==> src/rtl/thermal_pkg.sv <==
// Purpose: Shared constants for the thermal alert and shutdown logic
// Assumes: 40 MHz core clock, temperatures in 11-bit 0.125 degree steps
// Notes: Limits and hysteresis are whole degrees
package thermal_pkg;
  localparam int CLK_HZ = 40_000_000;
  localparam int SEC_CYC = CLK_HZ;
  localparam int MEAS_TIME_MS = 21;
  localparam int MEAS_CYC = (MEAS_TIME_MS * CLK_HZ) / 1000;
  localparam logic [2:0] RATE_RESET = 3'h2;
  localparam logic [2:0] RATE_MAX = 3'h6;
  localparam logic [7:0] HW_BASE = 8'h4D;
  localparam logic [7:0] HW_STEP_SHDN = 8'h06;
  localparam logic [7:0] HW_STEP_ALERT = 8'h01;
  localparam logic [7:0] HW_REL_HYST = 8'h0A;
  localparam logic [2:0] PULL_MAX = 3'h5;
  localparam logic [2:0] CNT_TOP = 3'h7;
  localparam int CHANS = 2;
  localparam int CH_INT = 0;
  localparam int CH_EXT = 1;

  // Averaging length in half measurement units
  function automatic logic [5:0] avg_halves(input logic [2:0] r,
                                            input logic en);
    logic [5:0] h;
    h = 6'h02;
    if (r >= RATE_MAX) begin
      h = 6'h01;
    end else if (en) begin
      unique case (r)
        3'h0, 3'h1: h = 6'h20;
        3'h2: h = 6'h10;
        3'h3: h = 6'h08;
        3'h4: h = 6'h04;
        default: h = 6'h02;
      endcase
    end
    return h;
  endfunction
endpackage

==> src/rtl/chan_if.sv <==
// Purpose: Per-channel link between the top and a limit checker
// Assumes: One instance per measurement channel
// Notes: Checker results hold between conversions
`timescale 1ns/10ps
interface chan_if;
  logic done;
  logic [10:0] temp;
  logic fault;
  logic [7:0] high_limit;
  logic [7:0] low_limit;
  logic [7:0] crit_limit;
  logic [7:0] hyst;
  logic [7:0] hw_limit;
  logic hw_en;
  logic crit_en;
  logic [2:0] alert_consec;
  logic [2:0] shdn_consec;
  logic high_trip;
  logic low_trip;
  logic fault_trip;
  logic comp_trip;
  logic high_clear;
  logic crit_trip;
  logic crit_clear;
  logic hw_trip;
  logic hw_clear;
  modport top (output done, temp, fault, high_limit, low_limit, crit_limit,
    hyst, hw_limit, hw_en, crit_en, alert_consec, shdn_consec,
    input high_trip, low_trip, fault_trip, comp_trip, high_clear,
    crit_trip, crit_clear, hw_trip, hw_clear);
  modport chk (input done, temp, fault, high_limit, low_limit, crit_limit,
    hyst, hw_limit, hw_en, crit_en, alert_consec, shdn_consec,
    output high_trip, low_trip, fault_trip, comp_trip, high_clear,
    crit_trip, crit_clear, hw_trip, hw_clear);
endinterface

==> src/rtl/conv_pacer.sv <==
// Purpose: Conversion pacing and external averaging window
// Assumes: Rate code 0..6 for 1..64 conversions per second
// Notes: Window ends before the next conversion start only with the package SEC_CYC and MEAS_CYC; a new start reloads it
`timescale 1ns/10ps
module conv_pacer #(
  parameter int SEC_CYCLES = thermal_pkg::SEC_CYC,
  parameter int MEAS_CYCLES = thermal_pkg::MEAS_CYC
) (
  input wire logic core_clk,
  input wire logic resetn,
  input wire logic [2:0] rate,
  input wire logic averaging_en,
  output logic conv_start,
  output logic ext_measure,
  output logic [5:0] avg_halves
);
  typedef enum logic {PACE_IDLE, PACE_MEAS} pace_e;
  pace_e state, next_state;
  logic [31:0] tick_cnt, next_tick_cnt, meas_cnt, next_meas_cnt;
  logic [31:0] period, window;
  logic [5:0] next_halves;
  logic fire;

  always_comb begin
    period = 32'(SEC_CYCLES) >> rate;
    fire = (tick_cnt >= period - 32'h1);
    next_tick_cnt = fire ? 32'h0 : tick_cnt + 32'h1;
    next_halves = thermal_pkg::avg_halves(rate, averaging_en);
    window = (32'(MEAS_CYCLES) * 32'(next_halves)) >> 1;
    if (window == 32'h0) begin
      window = 32'h1;
    end
    next_state = state;
    next_meas_cnt = meas_cnt;
    if (fire) begin
      next_state = PACE_MEAS;
      next_meas_cnt = window - 32'h1;
    end else if (state == PACE_MEAS) begin
      if (meas_cnt == 32'h0) begin
        next_state = PACE_IDLE;
      end else begin
        next_meas_cnt = meas_cnt - 32'h1;
      end
    end
  end

  always_ff @(posedge core_clk or negedge resetn) begin
    if (!resetn) begin
      state <= PACE_IDLE;
      tick_cnt <= 32'h0;
      meas_cnt <= 32'h0;
      conv_start <= 1'b0;
      ext_measure <= 1'b0;
      avg_halves <= 6'h10;
    end else begin
      state <= next_state;
      tick_cnt <= next_tick_cnt;
      meas_cnt <= next_meas_cnt;
      conv_start <= fire;
      ext_measure <= (next_state == PACE_MEAS);
      avg_halves <= next_halves;
    end
  end
endmodule

==> src/rtl/chan_check.sv <==
// Purpose: Limit checks and consecutive counters for one channel
// Assumes: done pulses once per completed conversion
// Notes: Results update only on done
`timescale 1ns/10ps
module chan_check (
  input wire logic core_clk,
  input wire logic resetn,
  chan_if.chk ch
);
  logic [2:0] alert_cnt, next_alert_cnt, shdn_cnt, next_shdn_cnt;
  logic [7:0] deg;
  logic [8:0] deg_h, deg_r;
  logic hi_now, lo_now, gt_now, crit_now, hw_now, alert_out, shdn_out;

  always_comb begin
    deg = ch.fault ? 8'h00 : ch.temp[10:3];
    deg_h = {1'b0, deg} + {1'b0, ch.hyst};
    deg_r = {1'b0, deg} + {1'b0, thermal_pkg::HW_REL_HYST};
    hi_now = deg >= ch.high_limit;
    gt_now = deg > ch.high_limit;
    lo_now = !ch.fault && (deg < ch.low_limit);
    crit_now = ch.crit_en && (deg > ch.crit_limit);
    hw_now = ch.hw_en && (deg > ch.hw_limit);
    alert_out = hi_now || lo_now || ch.fault;
    shdn_out = hw_now || crit_now;
    next_alert_cnt = alert_cnt;
    next_shdn_cnt = shdn_cnt;
    if (ch.done) begin
      next_alert_cnt = !alert_out ? 3'h0 : (alert_cnt == thermal_pkg::CNT_TOP
        ? alert_cnt : alert_cnt + 3'h1);
      next_shdn_cnt = !shdn_out ? 3'h0 : (shdn_cnt == thermal_pkg::CNT_TOP
        ? shdn_cnt : shdn_cnt + 3'h1);
    end
  end

  always_ff @(posedge core_clk or negedge resetn) begin
    if (!resetn) begin
      alert_cnt <= 3'h0;
      shdn_cnt <= 3'h0;
      ch.high_trip <= 1'b0;
      ch.low_trip <= 1'b0;
      ch.fault_trip <= 1'b0;
      ch.comp_trip <= 1'b0;
      ch.high_clear <= 1'b1;
      ch.crit_trip <= 1'b0;
      ch.crit_clear <= 1'b1;
      ch.hw_trip <= 1'b0;
      ch.hw_clear <= 1'b1;
    end else begin
      alert_cnt <= next_alert_cnt;
      shdn_cnt <= next_shdn_cnt;
      if (ch.done) begin
        ch.high_trip <= hi_now && (alert_cnt >= ch.alert_consec);
        ch.low_trip <= lo_now && (alert_cnt >= ch.alert_consec);
        ch.fault_trip <= ch.fault && (alert_cnt >= ch.alert_consec);
        ch.comp_trip <= gt_now && (alert_cnt >= ch.alert_consec);
        ch.high_clear <= deg_h < {1'b0, ch.high_limit};
        ch.crit_trip <= crit_now && (shdn_cnt >= ch.shdn_consec);
        ch.crit_clear <= !ch.crit_en || (deg_h < {1'b0, ch.crit_limit});
        ch.hw_trip <= hw_now && (shdn_cnt >= ch.shdn_consec);
        ch.hw_clear <= !ch.hw_en || (deg_r < {1'b0, ch.hw_limit});
      end
    end
  end
endmodule

==> src/rtl/thermal_alert_shutdown_logic.sv <==
// Purpose: Alert and shutdown decision logic of a two-channel monitor
// Assumes: Front end delivers results with done pulses; straps valid
// Notes: Pins are open drain; data outputs are held low
`timescale 1ns/10ps
module thermal_alert_shutdown_logic #(
  parameter int SEC_CYCLES = thermal_pkg::SEC_CYC,
  parameter int MEAS_CYCLES = thermal_pkg::MEAS_CYC
) (
  input wire logic core_clk,
  input wire logic resetn,
  input wire logic rate_wr,
  input wire logic [2:0] rate_data,
  input wire logic averaging_en,
  input wire logic alert_comp_mode,
  input wire logic mask_set,
  input wire logic mask_clr,
  input wire logic alert_response_query,
  input wire logic [1:0] chan_mask,
  input wire logic [1:0] shdn_link,
  input wire logic status_clr,
  input wire logic int_done,
  input wire logic [10:0] int_temp,
  input wire logic ext_done,
  input wire logic [10:0] ext_temp,
  input wire logic ext_fault,
  input wire logic [7:0] high_limit_int,
  input wire logic [7:0] high_limit_ext,
  input wire logic [7:0] low_limit_int,
  input wire logic [7:0] low_limit_ext,
  input wire logic [7:0] critical_limit_int,
  input wire logic [7:0] critical_limit_ext,
  input wire logic [7:0] critical_hysteresis,
  input wire logic [2:0] alert_consec,
  input wire logic [2:0] shdn_consec,
  input wire logic [2:0] shdn_pull_code,
  input wire logic [2:0] alert_pull_code,
  output logic conv_start,
  output logic ext_measure,
  output logic [5:0] avg_halves,
  output logic [2:0] rate,
  output logic global_mask,
  output logic [1:0] high_status,
  output logic [1:0] low_status,
  output logic [1:0] fault_status,
  output logic [10:0] ext_result,
  output logic [7:0] hw_limit,
  output logic alert_n_out,
  output logic alert_n_oe,
  output logic shutdown_n_output_out,
  output logic shutdown_n_output_oe
);
  logic [2:0] next_rate;
  logic next_global_mask;
  logic [1:0] next_high_status, next_low_status, next_fault_status;
  logic [1:0] high_trip, low_trip, fault_trip, comp_trip;
  logic [1:0] high_clear, crit_trip, crit_clear;
  logic [1:0] unmasked;
  logic comp_active, next_comp_active;
  logic next_alert, next_shdn, alert_int, all_high_clear;
  logic strap_done;
  logic [7:0] next_hw_limit;
  logic [2:0] shdn_sel, alert_sel;
  logic [10:0] next_ext_result;

  chan_if chb [1:0] ();

  conv_pacer #(
    .SEC_CYCLES(SEC_CYCLES),
    .MEAS_CYCLES(MEAS_CYCLES)
  ) u_pacer (
    .core_clk(core_clk),
    .resetn(resetn),
    .rate(rate),
    .averaging_en(averaging_en),
    .conv_start(conv_start),
    .ext_measure(ext_measure),
    .avg_halves(avg_halves)
  );

  genvar g;
  generate
    for (g = 0; g < thermal_pkg::CHANS; g++) begin : g_chan
      localparam bit IS_EXT = (g == thermal_pkg::CH_EXT);
      assign chb[g].done = IS_EXT ? ext_done : int_done;
      assign chb[g].temp = IS_EXT ? ext_temp : int_temp;
      assign chb[g].fault = IS_EXT ? ext_fault : 1'b0;
      assign chb[g].high_limit = IS_EXT ? high_limit_ext : high_limit_int;
      assign chb[g].low_limit = IS_EXT ? low_limit_ext : low_limit_int;
      assign chb[g].crit_limit = IS_EXT ? critical_limit_ext
                                        : critical_limit_int;
      assign chb[g].hyst = critical_hysteresis;
      assign chb[g].hw_limit = hw_limit;
      assign chb[g].hw_en = IS_EXT && strap_done;
      assign chb[g].crit_en = shdn_link[g];
      assign chb[g].alert_consec = alert_consec;
      assign chb[g].shdn_consec = shdn_consec;
      assign high_trip[g] = chb[g].high_trip;
      assign low_trip[g] = chb[g].low_trip;
      assign fault_trip[g] = chb[g].fault_trip;
      assign comp_trip[g] = chb[g].comp_trip;
      assign high_clear[g] = chb[g].high_clear;
      assign crit_trip[g] = chb[g].crit_trip;
      assign crit_clear[g] = chb[g].crit_clear;
      chan_check u_check (
        .core_clk(core_clk),
        .resetn(resetn),
        .ch(chb[g])
      );
    end
  endgenerate

  // Configuration and hardware limit
  always_comb begin
    next_rate = rate;
    if (rate_wr) begin
      next_rate = (rate_data > thermal_pkg::RATE_MAX)
        ? thermal_pkg::RATE_MAX : rate_data;
    end
    shdn_sel = (shdn_pull_code > thermal_pkg::PULL_MAX)
      ? thermal_pkg::PULL_MAX : shdn_pull_code;
    alert_sel = (alert_pull_code > thermal_pkg::PULL_MAX)
      ? thermal_pkg::PULL_MAX : alert_pull_code;
    next_hw_limit = hw_limit;
    if (!strap_done) begin
      next_hw_limit = thermal_pkg::HW_BASE
        + 8'(shdn_sel * thermal_pkg::HW_STEP_SHDN)
        + 8'(alert_sel * thermal_pkg::HW_STEP_ALERT);
    end
    next_ext_result = ext_result;
    if (ext_done) begin
      next_ext_result = ext_fault ? 11'h000 : ext_temp;
    end
  end

  always_ff @(posedge core_clk or negedge resetn) begin
    if (!resetn) begin
      rate <= thermal_pkg::RATE_RESET;
      strap_done <= 1'b0;
      hw_limit <= thermal_pkg::HW_BASE;
      ext_result <= 11'h000;
    end else begin
      rate <= next_rate;
      strap_done <= 1'b1;
      hw_limit <= next_hw_limit;
      ext_result <= next_ext_result;
    end
  end

  // Alert status, mask and pin
  always_comb begin
    unmasked = ~chan_mask;
    all_high_clear = &high_clear;
    next_global_mask = global_mask;
    if (mask_clr) begin
      next_global_mask = 1'b0;
    end
    if (mask_set || alert_response_query) begin
      next_global_mask = 1'b1;
    end
    next_comp_active = comp_active;
    if (comp_active) begin
      next_comp_active = !all_high_clear;
    end else begin
      next_comp_active = |(unmasked & comp_trip);
    end
    next_low_status = low_status;
    next_fault_status = fault_status;
    next_high_status = high_status;
    if (status_clr) begin
      next_low_status = 2'h0;
      next_fault_status = 2'h0;
      if (!alert_comp_mode) begin
        next_high_status = 2'h0;
      end
    end
    if (alert_comp_mode) begin
      if (!comp_active) begin
        next_high_status = 2'h0;
      end
      next_high_status = next_high_status | (comp_trip & {2{
        next_comp_active}});
    end else begin
      next_high_status = next_high_status | high_trip;
    end
    next_low_status = next_low_status | low_trip;
    next_fault_status = next_fault_status | fault_trip;
    alert_int = |(unmasked & (high_status | low_status | fault_status
      | high_trip | low_trip | fault_trip));
    if (alert_comp_mode) begin
      next_alert = comp_active;
    end else begin
      next_alert = alert_int && !global_mask;
    end
  end

  always_ff @(posedge core_clk or negedge resetn) begin
    if (!resetn) begin
      global_mask <= 1'b0;
      comp_active <= 1'b0;
      high_status <= 2'h0;
      low_status <= 2'h0;
      fault_status <= 2'h0;
      alert_n_out <= 1'b0;
      alert_n_oe <= 1'b0;
    end else begin
      global_mask <= next_global_mask;
      comp_active <= next_comp_active;
      high_status <= next_high_status;
      low_status <= next_low_status;
      fault_status <= next_fault_status;
      alert_n_out <= 1'b0;
      alert_n_oe <= next_alert;
    end
  end

  // Shutdown pin, no mask input anywhere in this path
  always_comb begin
    if (shutdown_n_output_oe) begin
      next_shdn = !(chb[thermal_pkg::CH_EXT].hw_clear
        && &crit_clear);
    end else begin
      next_shdn = chb[thermal_pkg::CH_EXT].hw_trip
        || |(shdn_link & crit_trip);
    end
  end

  always_ff @(posedge core_clk or negedge resetn) begin
    if (!resetn) begin
      shutdown_n_output_out <= 1'b0;
      shutdown_n_output_oe <= 1'b0;
    end else begin
      shutdown_n_output_out <= 1'b0;
      shutdown_n_output_oe <= next_shdn;
    end
  end
endmodule

==> config.mk <==
export PLATFORM = sky130hd
export DESIGN_NAME = thermal_alert_shutdown_logic
export DESIGN_NICKNAME = d
export VERILOG_FILES = /design/src/rtl/thermal_pkg.sv /design/src/rtl/chan_if.sv /design/src/rtl/conv_pacer.sv /design/src/rtl/chan_check.sv /design/src/rtl/thermal_alert_shutdown_logic.sv
export SDC_FILE = /design/constraint.sdc
export NUM_CORES = 1
export LEC_CHECK = 0
export ABC_AREA = 1
export BUFFER_PORTS_ARGS = -buffer_cell sky130_fd_sc_hd__buf_2
export CORE_MARGIN = 1
export CORE_UTILIZATION = 30
export DETAILED_ROUTE_END_ITERATION = 6
export GPL_ROUTABILITY_DRIVEN = 0
export MAX_ROUTING_LAYER = met4
export PLACE_DENSITY = 0.48
export SETUP_SLACK_MARGIN = 0.2
export SYNTH_ARGS = -nofsm -noshare
export SYNTH_HDL_FRONTEND = slang
export SYNTH_SLANG_ARGS = --single-unit
==> constraint.sdc <==
create_clock -name core_clk -period 10.1 [get_ports core_clk]
set_input_delay 0.505 -clock core_clk [delete_from_list [all_inputs] [get_ports core_clk]]
set_output_delay 0.505 -clock core_clk [all_outputs]
set_load 0.03 [all_outputs]
-- Word level (Yosys, flattened, before mapping)
Index checks and enable logic that the tools add are counted.
- bits in registers: 132
- bits in latches: 0
- bits in writable memories: 0
- ROM bits: 0
- input port bits: 109
- output and inout bits: 41
- word-level logic and storage cells: 185
- memories kept: 0
- $add $sub $neg: 13
- multiply operators: 2
- div/mod/pow operators: 0
- $lt $le $gt $ge: 23
- equality and inequality tests: 13
- shifts and indexed selects: 1
- multiplexer cells: 36
- bitwise operators: 14
- reductions and logical operators: 48
- operators by type and width (cell ; number):
    $mux 32 ; 4
    $logic_not 32->1 ; 2
    $sub 32x1->32 const B ; 2
    $lt 9x8->1 ; 5
    $gt 8x8->1 ; 5
    $mux 3 ; 11
    $add 32x1->32 const B ; 1
    $ge 32x32->1 ; 1
    $shr 26x3->32 const A ; 1
    $sub 25x1->26 const B ; 1
    $mux 25 ; 1
    $pmux 6 s4 ; 1
    $mul 14x6->20 const A ; 1
    $add 8x8->9 ; 2
    $or 2x2->2 ; 9
    $ge 8x8->1 ; 2
    $logic_and 1x1->1 ; 16
    $lt 8x8->1 ; 2
    $eq 3x3->1 const B ; 5
    $mux 2 ; 7
    $reduce_and 2->1 ; 7
    $add 3x1->3 const B ; 4
    $ge 3x3->1 ; 4
    $mux 6 ; 2
    20 further kinds ; 54

-- Longest topological paths before layout
Gate-level depths: netlist of run 1.
- depth in word-level cells: 10
- mapped depth: 32
- gate-level depth less buffers: 32

-- Cells and area by module
From an unflattened synthesis of run 1, not the netlist that was laid out.
- cells, all modules: 1971
- area, all modules: 13591.8 um^2
- by module, submodules not included (module ; times used ; cells each ; area an instance (um^2) ; sequential area each (um^2)):
    conv_pacer ; 1 ; 947 ; 6555.0 ; 1803.0
    chan_check ; 2 ; 419 ; 2711.4 ; 379.1
    thermal_alert_shutdown_logic ; 1 ; 186 ; 1614.0 ; 832.0

-- Least setup slack after synthesis of run 1
OpenSTA, ideal clock, no wires.
- kind: register -> register
- start point: register rate[0]
- end point: register u_pacer.meas_cnt[22]
- setup time: 0.073 ns
- data arrival time: 4.470 ns
- required time: 10.027 ns
- setup slack: 5.557 ns
- cell stages (with the launch flop): 27
- path buffers: 1
- period minus slack after synthesis: 4.543 ns
- cell sequence: dfrtp_1 inv_1 ha_1 o21ai_2 inv_1 nor2_1 ha_1 ha_1 or2_2 fa_1 ha_1 nand2_1 inv_1 nand2_1 nand2_1 a21oi_1 nand3_1 nand2_2 nand2_2 nor2_4 nand3_4 buf_6 nand2_1 nand2_1 nand2_1 nand2_1 a21oi_2
- elaborated cells on any way between the ends: 21
- those cells by class: add/sub (2); mul (1); order compare (2); eq/ne (5); shift (1); mux (5); reduce/logical (5)
- RTL lines (item ; line ; source):
    start: declaration ; thermal_alert_shutdown_logic.sv:40 ; output logic [2:0] rate,
    start signal: assignment ; thermal_alert_shutdown_logic.sv:137 ; rate <= thermal_pkg::RATE_RESET;
    start signal: assignment ; thermal_alert_shutdown_logic.sv:142 ; rate <= next_rate;
    $ge 3x3->1 (*) ; thermal_pkg.sv:26 ; if (r >= RATE_MAX) begin
    $mux 6 (*) ; thermal_pkg.sv:26 ;
    named net u_pacer.next_halves[0] ; conv_pacer.sv:21 ; logic [5:0] next_halves;
    $mul 14x6->20 (*) ; conv_pacer.sv:29 ; window = (32'(MEAS_CYCLES) * 32'(next_halves)) >> 1;
    $logic_not 32->1 ; conv_pacer.sv:30 ; if (window == 32'h0) begin
    $mux 25 (*) ; conv_pacer.sv:30 ;
    $sub 25x1->26 (*) ; conv_pacer.sv:37 ; next_meas_cnt = window - 32'h1;
    $mux 32 (*) ; conv_pacer.sv:35 ; if (fire) begin
    end signal: assignment ; conv_pacer.sv:58 ; meas_cnt <= next_meas_cnt;
    end: declaration ; conv_pacer.sv:19 ; logic [31:0] tick_cnt, next_tick_cnt, meas_cnt, next_meas_cnt;
The timed path passes the listed nets; every way through them passes the cells marked *.
A chain may end at the register's enable or synchronous reset.

-- Worst setup path after layout of run 1
- start point: register rate[0]
- end point: register u_pacer.meas_cnt[5]
Same word-level chain as after synthesis.

==> results.sh, run 1 <==
export IMPL_clkSinkCount=131
export IMPL_htree_levels=4
export IMPL_maxCapViolations=0
export IMPL_drc=0
export IMPL_rr_startpoint="rate[0]"
export IMPL_slowest_stage="nor2_1"
export IMPL_place_port_buffers=143
export IMPL_ctsResizeCount=0
export IMPL_clk_pin_slew_worst_paths_ns=0.06
export IMPL_antenna_left=0
export IMPL_synth_top_area_share_pct=23.4
export IMPL_slew_headroom_pct=37.5
export IMPL_firstDrtPassIters=5
export IMPL_ys_warn_count=0
export IMPL_hp_class="in -> async"
export IMPL_path_cells="inv_1 -> ha_1 -> o21ai_2 -> inv_1 -> nor2_1 -> ha_1 -> ha_1 -> or2_2 -> fa_1 -> ha_1 -> nand2_1 -> inv_1 -> a21oi_1 -> nand3_1 -> nand2_1 -> nand2_1 -> nor2_1 -> nand3_1 -> nor2_2 -> nor2_1 -> inv_1 -> o211ai_1"
export IMPL_design_die_area_mm2=0.0437
export IMPL_dp_cells=2453
export IMPL_finalHoldViolations=0
export IMPL_fin_nets=2253
export IMPL_final_setup_viol_count=0
export IMPL_syn_inst=1780
export IMPL_syn_to_final_growth_pct=15.0
export IMPL_drt_iter0_drc=470
export IMPL_routed_wl_mm=33.8
export IMPL_initial_utilization_pct=30.5
export IMPL_synth_area_per_cell_um2=7.22
export IMPL_reg2reg_to="u_pacer.meas_cnt[5]"
export IMPL_fin_crit_ns=5.63
export IMPL_async_reset_ff_share_pct=100
export IMPL_tightest_slew_ns=0.938
export IMPL_insertion_delay_ns=0.43
export IMPL_regToRegSetupSlack_ns=4.47
export IMPL_grt_setup_unrepaired="no"
export IMPL_postCtsSetupBuffers=0
export IMPL_end_kind="flop"
export IMPL_fmax_mhz=178
export IMPL_drive_above_1_share_pct=14.3
export IMPL_io_pins=150
export IMPL_synth_edf_count=0
export IMPL_antenna_found_initial=2
export IMPL_layout_setup_ws_ns=4.47
export IMPL_viasPerCell=4.64
export IMPL_rows=75
export IMPL_die_w_um=209
export IMPL_cp_arrival_ns=5.93
export IMPL_synth_ff_type="dfrtp_1"
export IMPL_cts_buffers=17
export IMPL_peakVddDrop_v=0.000112
export IMPL_wl_per_cell_um=13.6
export IMPL_worst_clock_skew_ns=0.0111
export IMPL_ctsHoldBuffers=0
export IMPL_fin_cells=2487
export IMPL_dp_hpwl_mm=27.4
export IMPL_crit_fanout=7
export IMPL_reg2regPathDepth=22
export IMPL_required_ns=10.40
export IMPL_cp_slowest_stage_delay_ns=0.51
export IMPL_crit_family="simple AND/OR/NAND/NOR gates"
export IMPL_synth_area_leaders="dfrtp_1 23%, ha_1 20%, nand2_1 11%"
export IMPL_ys_ff_latch=131
export IMPL_crit_type="reg -> reg"
export IMPL_p_leak_uw=0.00797
export IMPL_grt_max_degree=72
export IMPL_finalMaxSlewViolations=0
export IMPL_synth_area_leader_cell="dfrtp_1"
export IMPL_yosysUniqueCellTypes=58
export IMPL_grt_pass1_vias=11700
export IMPL_fillers=4541
export IMPL_dp_slack_ns=4.39
export IMPL_overflow=0
export IMPL_grt_pass1_wl_mm=57.8
export IMPL_p_per_area_mw_per_mm2=141
export IMPL_coreArea_mm2=0.0421
export IMPL_cts_tree="yes"
export IMPL_grt_use_total_pct=16.8
export IMPL_vias=11500
export IMPL_die_y_um=209
export IMPL_yosysSeqAreaShare_pct=25.6
export IMPL_cp_start_kind="flop"
export IMPL_tns_ns=0
export IMPL_final_period_utilization_pct=55.8
export IMPL_worst_path_buf_inv=4
export IMPL_synth_area_mm2=0.0129
export IMPL_clockBufferDepth=2
export IMPL_status="finished, final reports clean"
export IMPL_root_buffer="clkbuf_16"
## Yosys cell counts (all sizes together) (11+ instances only)
| cell type | n |
|---|---|
| nand2 | 399 |
| inv | 307 |
| ha | 201 |
| nor2 | 187 |
| dfrtp | 120 |
| nand3 | 109 |
| o21ai | 104 |
| a21oi | 88 |
| nand4 | 41 |
| xor2 | 37 |
| nor3 | 29 |
| xnor2 | 19 |
| buf | 12 |
| clkbuf | 11 |
| dfstp | 11 |
## cell usage in the layout, fill, tap and decap left out, types with 5 or more instances in the layout
cell type,n
a21oi_1,87
a31oi_1,8
buf_2,142
clkbuf_1,6
clkbuf_16,17
conb_1,14
dfrtp_1,120
dfstp_2,11
fa_1,10
ha_1,201
inv_1,290
inv_2,17
nand2_1,374
nand2_2,25
nand3_1,102
nand3_2,6
nand3b_1,6
nand4_1,40
nor2_1,157
nor2_2,19
nor2_4,11
nor3_1,24
nor3b_1,6
nor4_1,7
o211ai_1,9
o21a_1,5
o21ai_0,96
o21ai_1,7
o22ai_1,8
xnor2_1,19
xor2_1,36
## stage by stage
step | utilization (%) | hold WS, ns | area [µm²] | power (µW)
final | 35.1 | 0.0565 | 14800 | 2080
after CTS | 35.1 | 0.0563 | 14800 | 2110
after global placement | 33.7 | 0.463 | 14200 | 1450
after global routing | 35.1 | 0.0866 | 14800 | 2260
after floorplan | - | 0.209 | 12900 | 1240
after detailed placement | 33.7 | 0.465 | 14200 | 1460
## layer usage
layer / vias up / GRT usage, % / routed length [µm]
li1: 6112 / - / -
met1: 5254 / 21.7 / 16700
met2: 149 / 27.6 / 15700
met3: 20 / 2.84 / 1130
met4: 0 / 3.30 / 283
met5: - / - / 0
## power breakdown
group	internal [µW]	leakage [µW]	switching [µW]
clock network	389	0.000282	236
registers	604	0.00165	68.3
logic	279	0.00604	501
total	1270	0.00797	805
## worst max path at each step
stage                     startpoint                   end  depth (start not counted)
after global routing         rate[1]   u_pacer.meas_cnt[5]                         23
after detailed placement     rate[0]   u_pacer.meas_cnt[0]                         22
after CTS                    rate[0]   u_pacer.meas_cnt[0]                         22
final                        rate[0]   u_pacer.meas_cnt[5]                         22
after floorplan              rate[0]  u_pacer.meas_cnt[22]                         26
after global placement       rate[0]   u_pacer.meas_cnt[5]                         22
## state kept, by name, summed over array words and instances, names as in the netlist, 2 cells and up
register                      flops
g_chan.u_check.ch.low_trip        2
g_chan.u_check.ch.crit_clear      2
g_chan.u_check.ch.high_clear      2
g_chan.u_check.ch.comp_trip       2
rate                              3
u_pacer.avg_halves                6
hw_limit                          8
g_chan.u_check.ch.high_trip       2
low_status                        2
u_pacer.tick_cnt                 32
g_chan.u_check.ch.crit_trip       2
u_pacer.meas_cnt                 32
g_chan.u_check.alert_cnt          6
ext_result                       11
g_chan.u_check.shdn_cnt           6
high_status                       2
## cell type report
| cell class | instances | area (µm²) | share of cell area (%) |
|---|---|---|---|
| diodes | 2 | 5.00 | 0.0339 |
| clock buffers | 27 | 503 | 3.40 |
| clock inverters | 5 | 77.6 | 0.525 |
| inverters | 308 | 1160 | 7.82 |
| multi-input cells | 1330 | 8340 | 56.4 |
| flip-flops and latches | 131 | 3290 | 22.3 |
| well taps | 539 | 674 | 4.56 |
| repair buffers | 145 | 737 | 4.99 |
## worst reg2reg max path, delay by kind of cell (launching register included)
kind | cells | cell delay, ns
buf+inv | 4 | 0.64
compound gates | 3 | 0.67
fa+ha+maj | 5 | 1.76
flops | 1 | 0.47
simple gates | 10 | 1.95
## logic make-up after synthesis
group | share of synthesized area, %
buffers and inverters | 9.93
adder cells (fa/ha/maj) | 21.1
flip-flops | 25.6
AO/OA/AOI/OAI | 11.2
other | 0.0584
XOR/XNOR | 3.87
AND/OR/NAND/NOR | 28.2
(Power assumes the default switching activity.)
==> run 2, diff against run 1 <==
==> constraint.sdc (replaced) <==
create_clock -name core_clk -period 5.65 [get_ports core_clk]
set_input_delay 0.2825 -clock core_clk [delete_from_list [all_inputs] [get_ports core_clk]]
set_output_delay 0.2825 -clock core_clk [all_outputs]
set_load 0.03 [all_outputs]
==> run 2 against run 1 <==
- cell area increased by 0.33%
- combinational power is 78% higher
- largest cell class unchanged
- clock power rose by 73%
- routed wire length rose by 0.68%
==> results.sh, run 2 (synthesized netlist as in run 1, its figures left out) <==
export IMPL_status="finished, final reports clean"
export IMPL_end_kind="flop"
export IMPL_tns_ns=0
export IMPL_antenna_found_initial=2
export IMPL_crit_family="simple AND/OR/NAND/NOR gates"
export IMPL_grt_setup_unrepaired="no"
export IMPL_cts_tree="yes"
export IMPL_cp_arrival_ns=5.36
export IMPL_crit_fanout=9
export IMPL_design_die_area_mm2=0.0437
export IMPL_p_leak_uw=0.00797
export IMPL_dpl_cell_area_mm2=0.0142
export IMPL_required_ns=5.99
export IMPL_worst_path_buf_inv=4
export IMPL_crit_type="reg -> reg"
export IMPL_antenna_left=0
export IMPL_maxCapViolations=0
export IMPL_grt_pass1_vias=11700
export IMPL_clk_pin_slew_worst_paths_ns=0.06
export IMPL_drt_iter0_drc=444
export IMPL_cp_slowest_stage_delay_ns=0.64
export IMPL_reg2regPathDepth=26
export IMPL_firstDrtPassIters=5
export IMPL_grt_pass1_wl_mm=58.1
export IMPL_root_buffer="clkbuf_16"
export IMPL_htree_levels=4
export IMPL_drive_above_1_share_pct=15.1
export IMPL_drc=0
export IMPL_routed_wl_mm=34.1
export IMPL_wl_per_cell_um=13.7
export IMPL_regToRegSetupSlack_ns=0.63
export IMPL_tightest_slew_ns=0.898
export IMPL_postCtsSetupBuffers=0
export IMPL_final_area_mm2=0.0148
export IMPL_hp_class="in -> reg"
export IMPL_die_y_um=209
export IMPL_syn_to_final_growth_pct=15.3
export IMPL_grt_max_degree=83
export IMPL_fin_nets=2259
export IMPL_clkSinkCount=131
export IMPL_overflow=0
export IMPL_cts_buffers=17
export IMPL_layout_commonest_cell="nand2_1"
export IMPL_worst_path_most_repeated_cell="nand2_1"
export IMPL_fmax_mhz=199
export IMPL_peakVddDrop_v=0.000159
export IMPL_dp_hpwl_mm=27.6
export IMPL_reg_top3="u_pacer.meas_cnt: 32 flops, u_pacer.tick_cnt: 32 flops, ext_result: 11 flops"
export IMPL_cp_start_kind="flop"
export IMPL_place_port_buffers=143
export IMPL_viasPerCell=4.65
export IMPL_initial_utilization_pct=30.5
export IMPL_hold_path_cell_count=2
export IMPL_slew_headroom_pct=39.4
export IMPL_worst_path_stages=26
export IMPL_fin_hold_ws_ns=0.0271
export IMPL_fillers=4517
export IMPL_grt_use_total_pct=17.0
export IMPL_finalHoldViolations=0
export IMPL_insertion_delay_ns=0.45
export IMPL_clockBufferDepth=2
export IMPL_worst_clock_skew_ns=0.0201
export IMPL_io_pins=150
export IMPL_p_per_area_mw_per_mm2=248
export IMPL_fin_crit_ns=5.02
export IMPL_vias=11600
export IMPL_layout_common_cells="374 x nand2_1, 289 x inv_1, 200 x ha_1"
export IMPL_final_period_utilization_pct=88.8
export IMPL_slowest_stage="dfstp_2"
export IMPL_die_w_um=209
export IMPL_coreArea_mm2=0.0421
export IMPL_rows=75
export IMPL_finalMaxSlewViolations=0
export IMPL_final_setup_viol_count=0
## run 2: final cells by class
| cell class | count | area [µm²] | share of cell area, % |
|---|---|---|---|
| diodes | 2 | 5.00 | 0.0337 |
| clock buffers | 19 | 453 | 3.05 |
| clock inverters | 12 | 108 | 0.726 |
| inverters | 308 | 1160 | 7.80 |
| multi-input cells | 1330 | 8360 | 56.4 |
| flip-flops and latches | 131 | 3290 | 22.2 |
| well taps | 539 | 674 | 4.55 |
| repair buffers | 151 | 785 | 5.29 |
## run 2: path summary, 6_finish.rpt
kind / startpoint / endpoint
worst max-delay path: rate[1] / u_pacer.meas_cnt[14]
worst min-delay path: mask_clr / global_mask
worst max register to register: rate[1] / u_pacer.meas_cnt[14]
worst min register to register: ext_result[1] / ext_result[1]
max in group asynchronous: resetn / g_chan[1].u_check.shdn_cnt[2]
min in group asynchronous: resetn / u_pacer.tick_cnt[9]
## run 2: what timing repair did
item,4_1_cts,5_1_grt
hold buffers,1,0
setup endpoints to repair,0,23
resized for setup,0,8
hold endpoints to repair,70,0
## run 2: per-stage QoR
| step | instances | total power, µW | util, % | setup WS (ns) |
|---|---|---|---|---|
| finish | 2492 | 3680 | 35.2 | 0.633 |
| detailed placement | 2458 | 2610 | 33.8 | 0.508 |
| floorplan | 1792 | 2210 | - | 1.11 |
| global placement | 2458 | 2590 | 33.8 | 0.599 |
| CTS | 2490 | 3730 | 35.1 | 0.485 |
| global route | 2492 | 4000 | 35.2 | 0.192 |
## run 2: power breakdown
part	internal (µW)	switching (µW)
combinational	500	894
sequential	1080	125
clock	624	458
## run 2: metal layers
| layer | up-vias | global-route usage [%] | wire [µm] |
|---|---|---|---|
| met5 | - | - | 0 |
| met4 | 0 | 4.64 | 588 |
| met3 | 40 | 3.40 | 1360 |
| met2 | 165 | 27.1 | 15500 |
| met1 | 5261 | 21.7 | 16600 |
| li1 | 6134 | - | - |
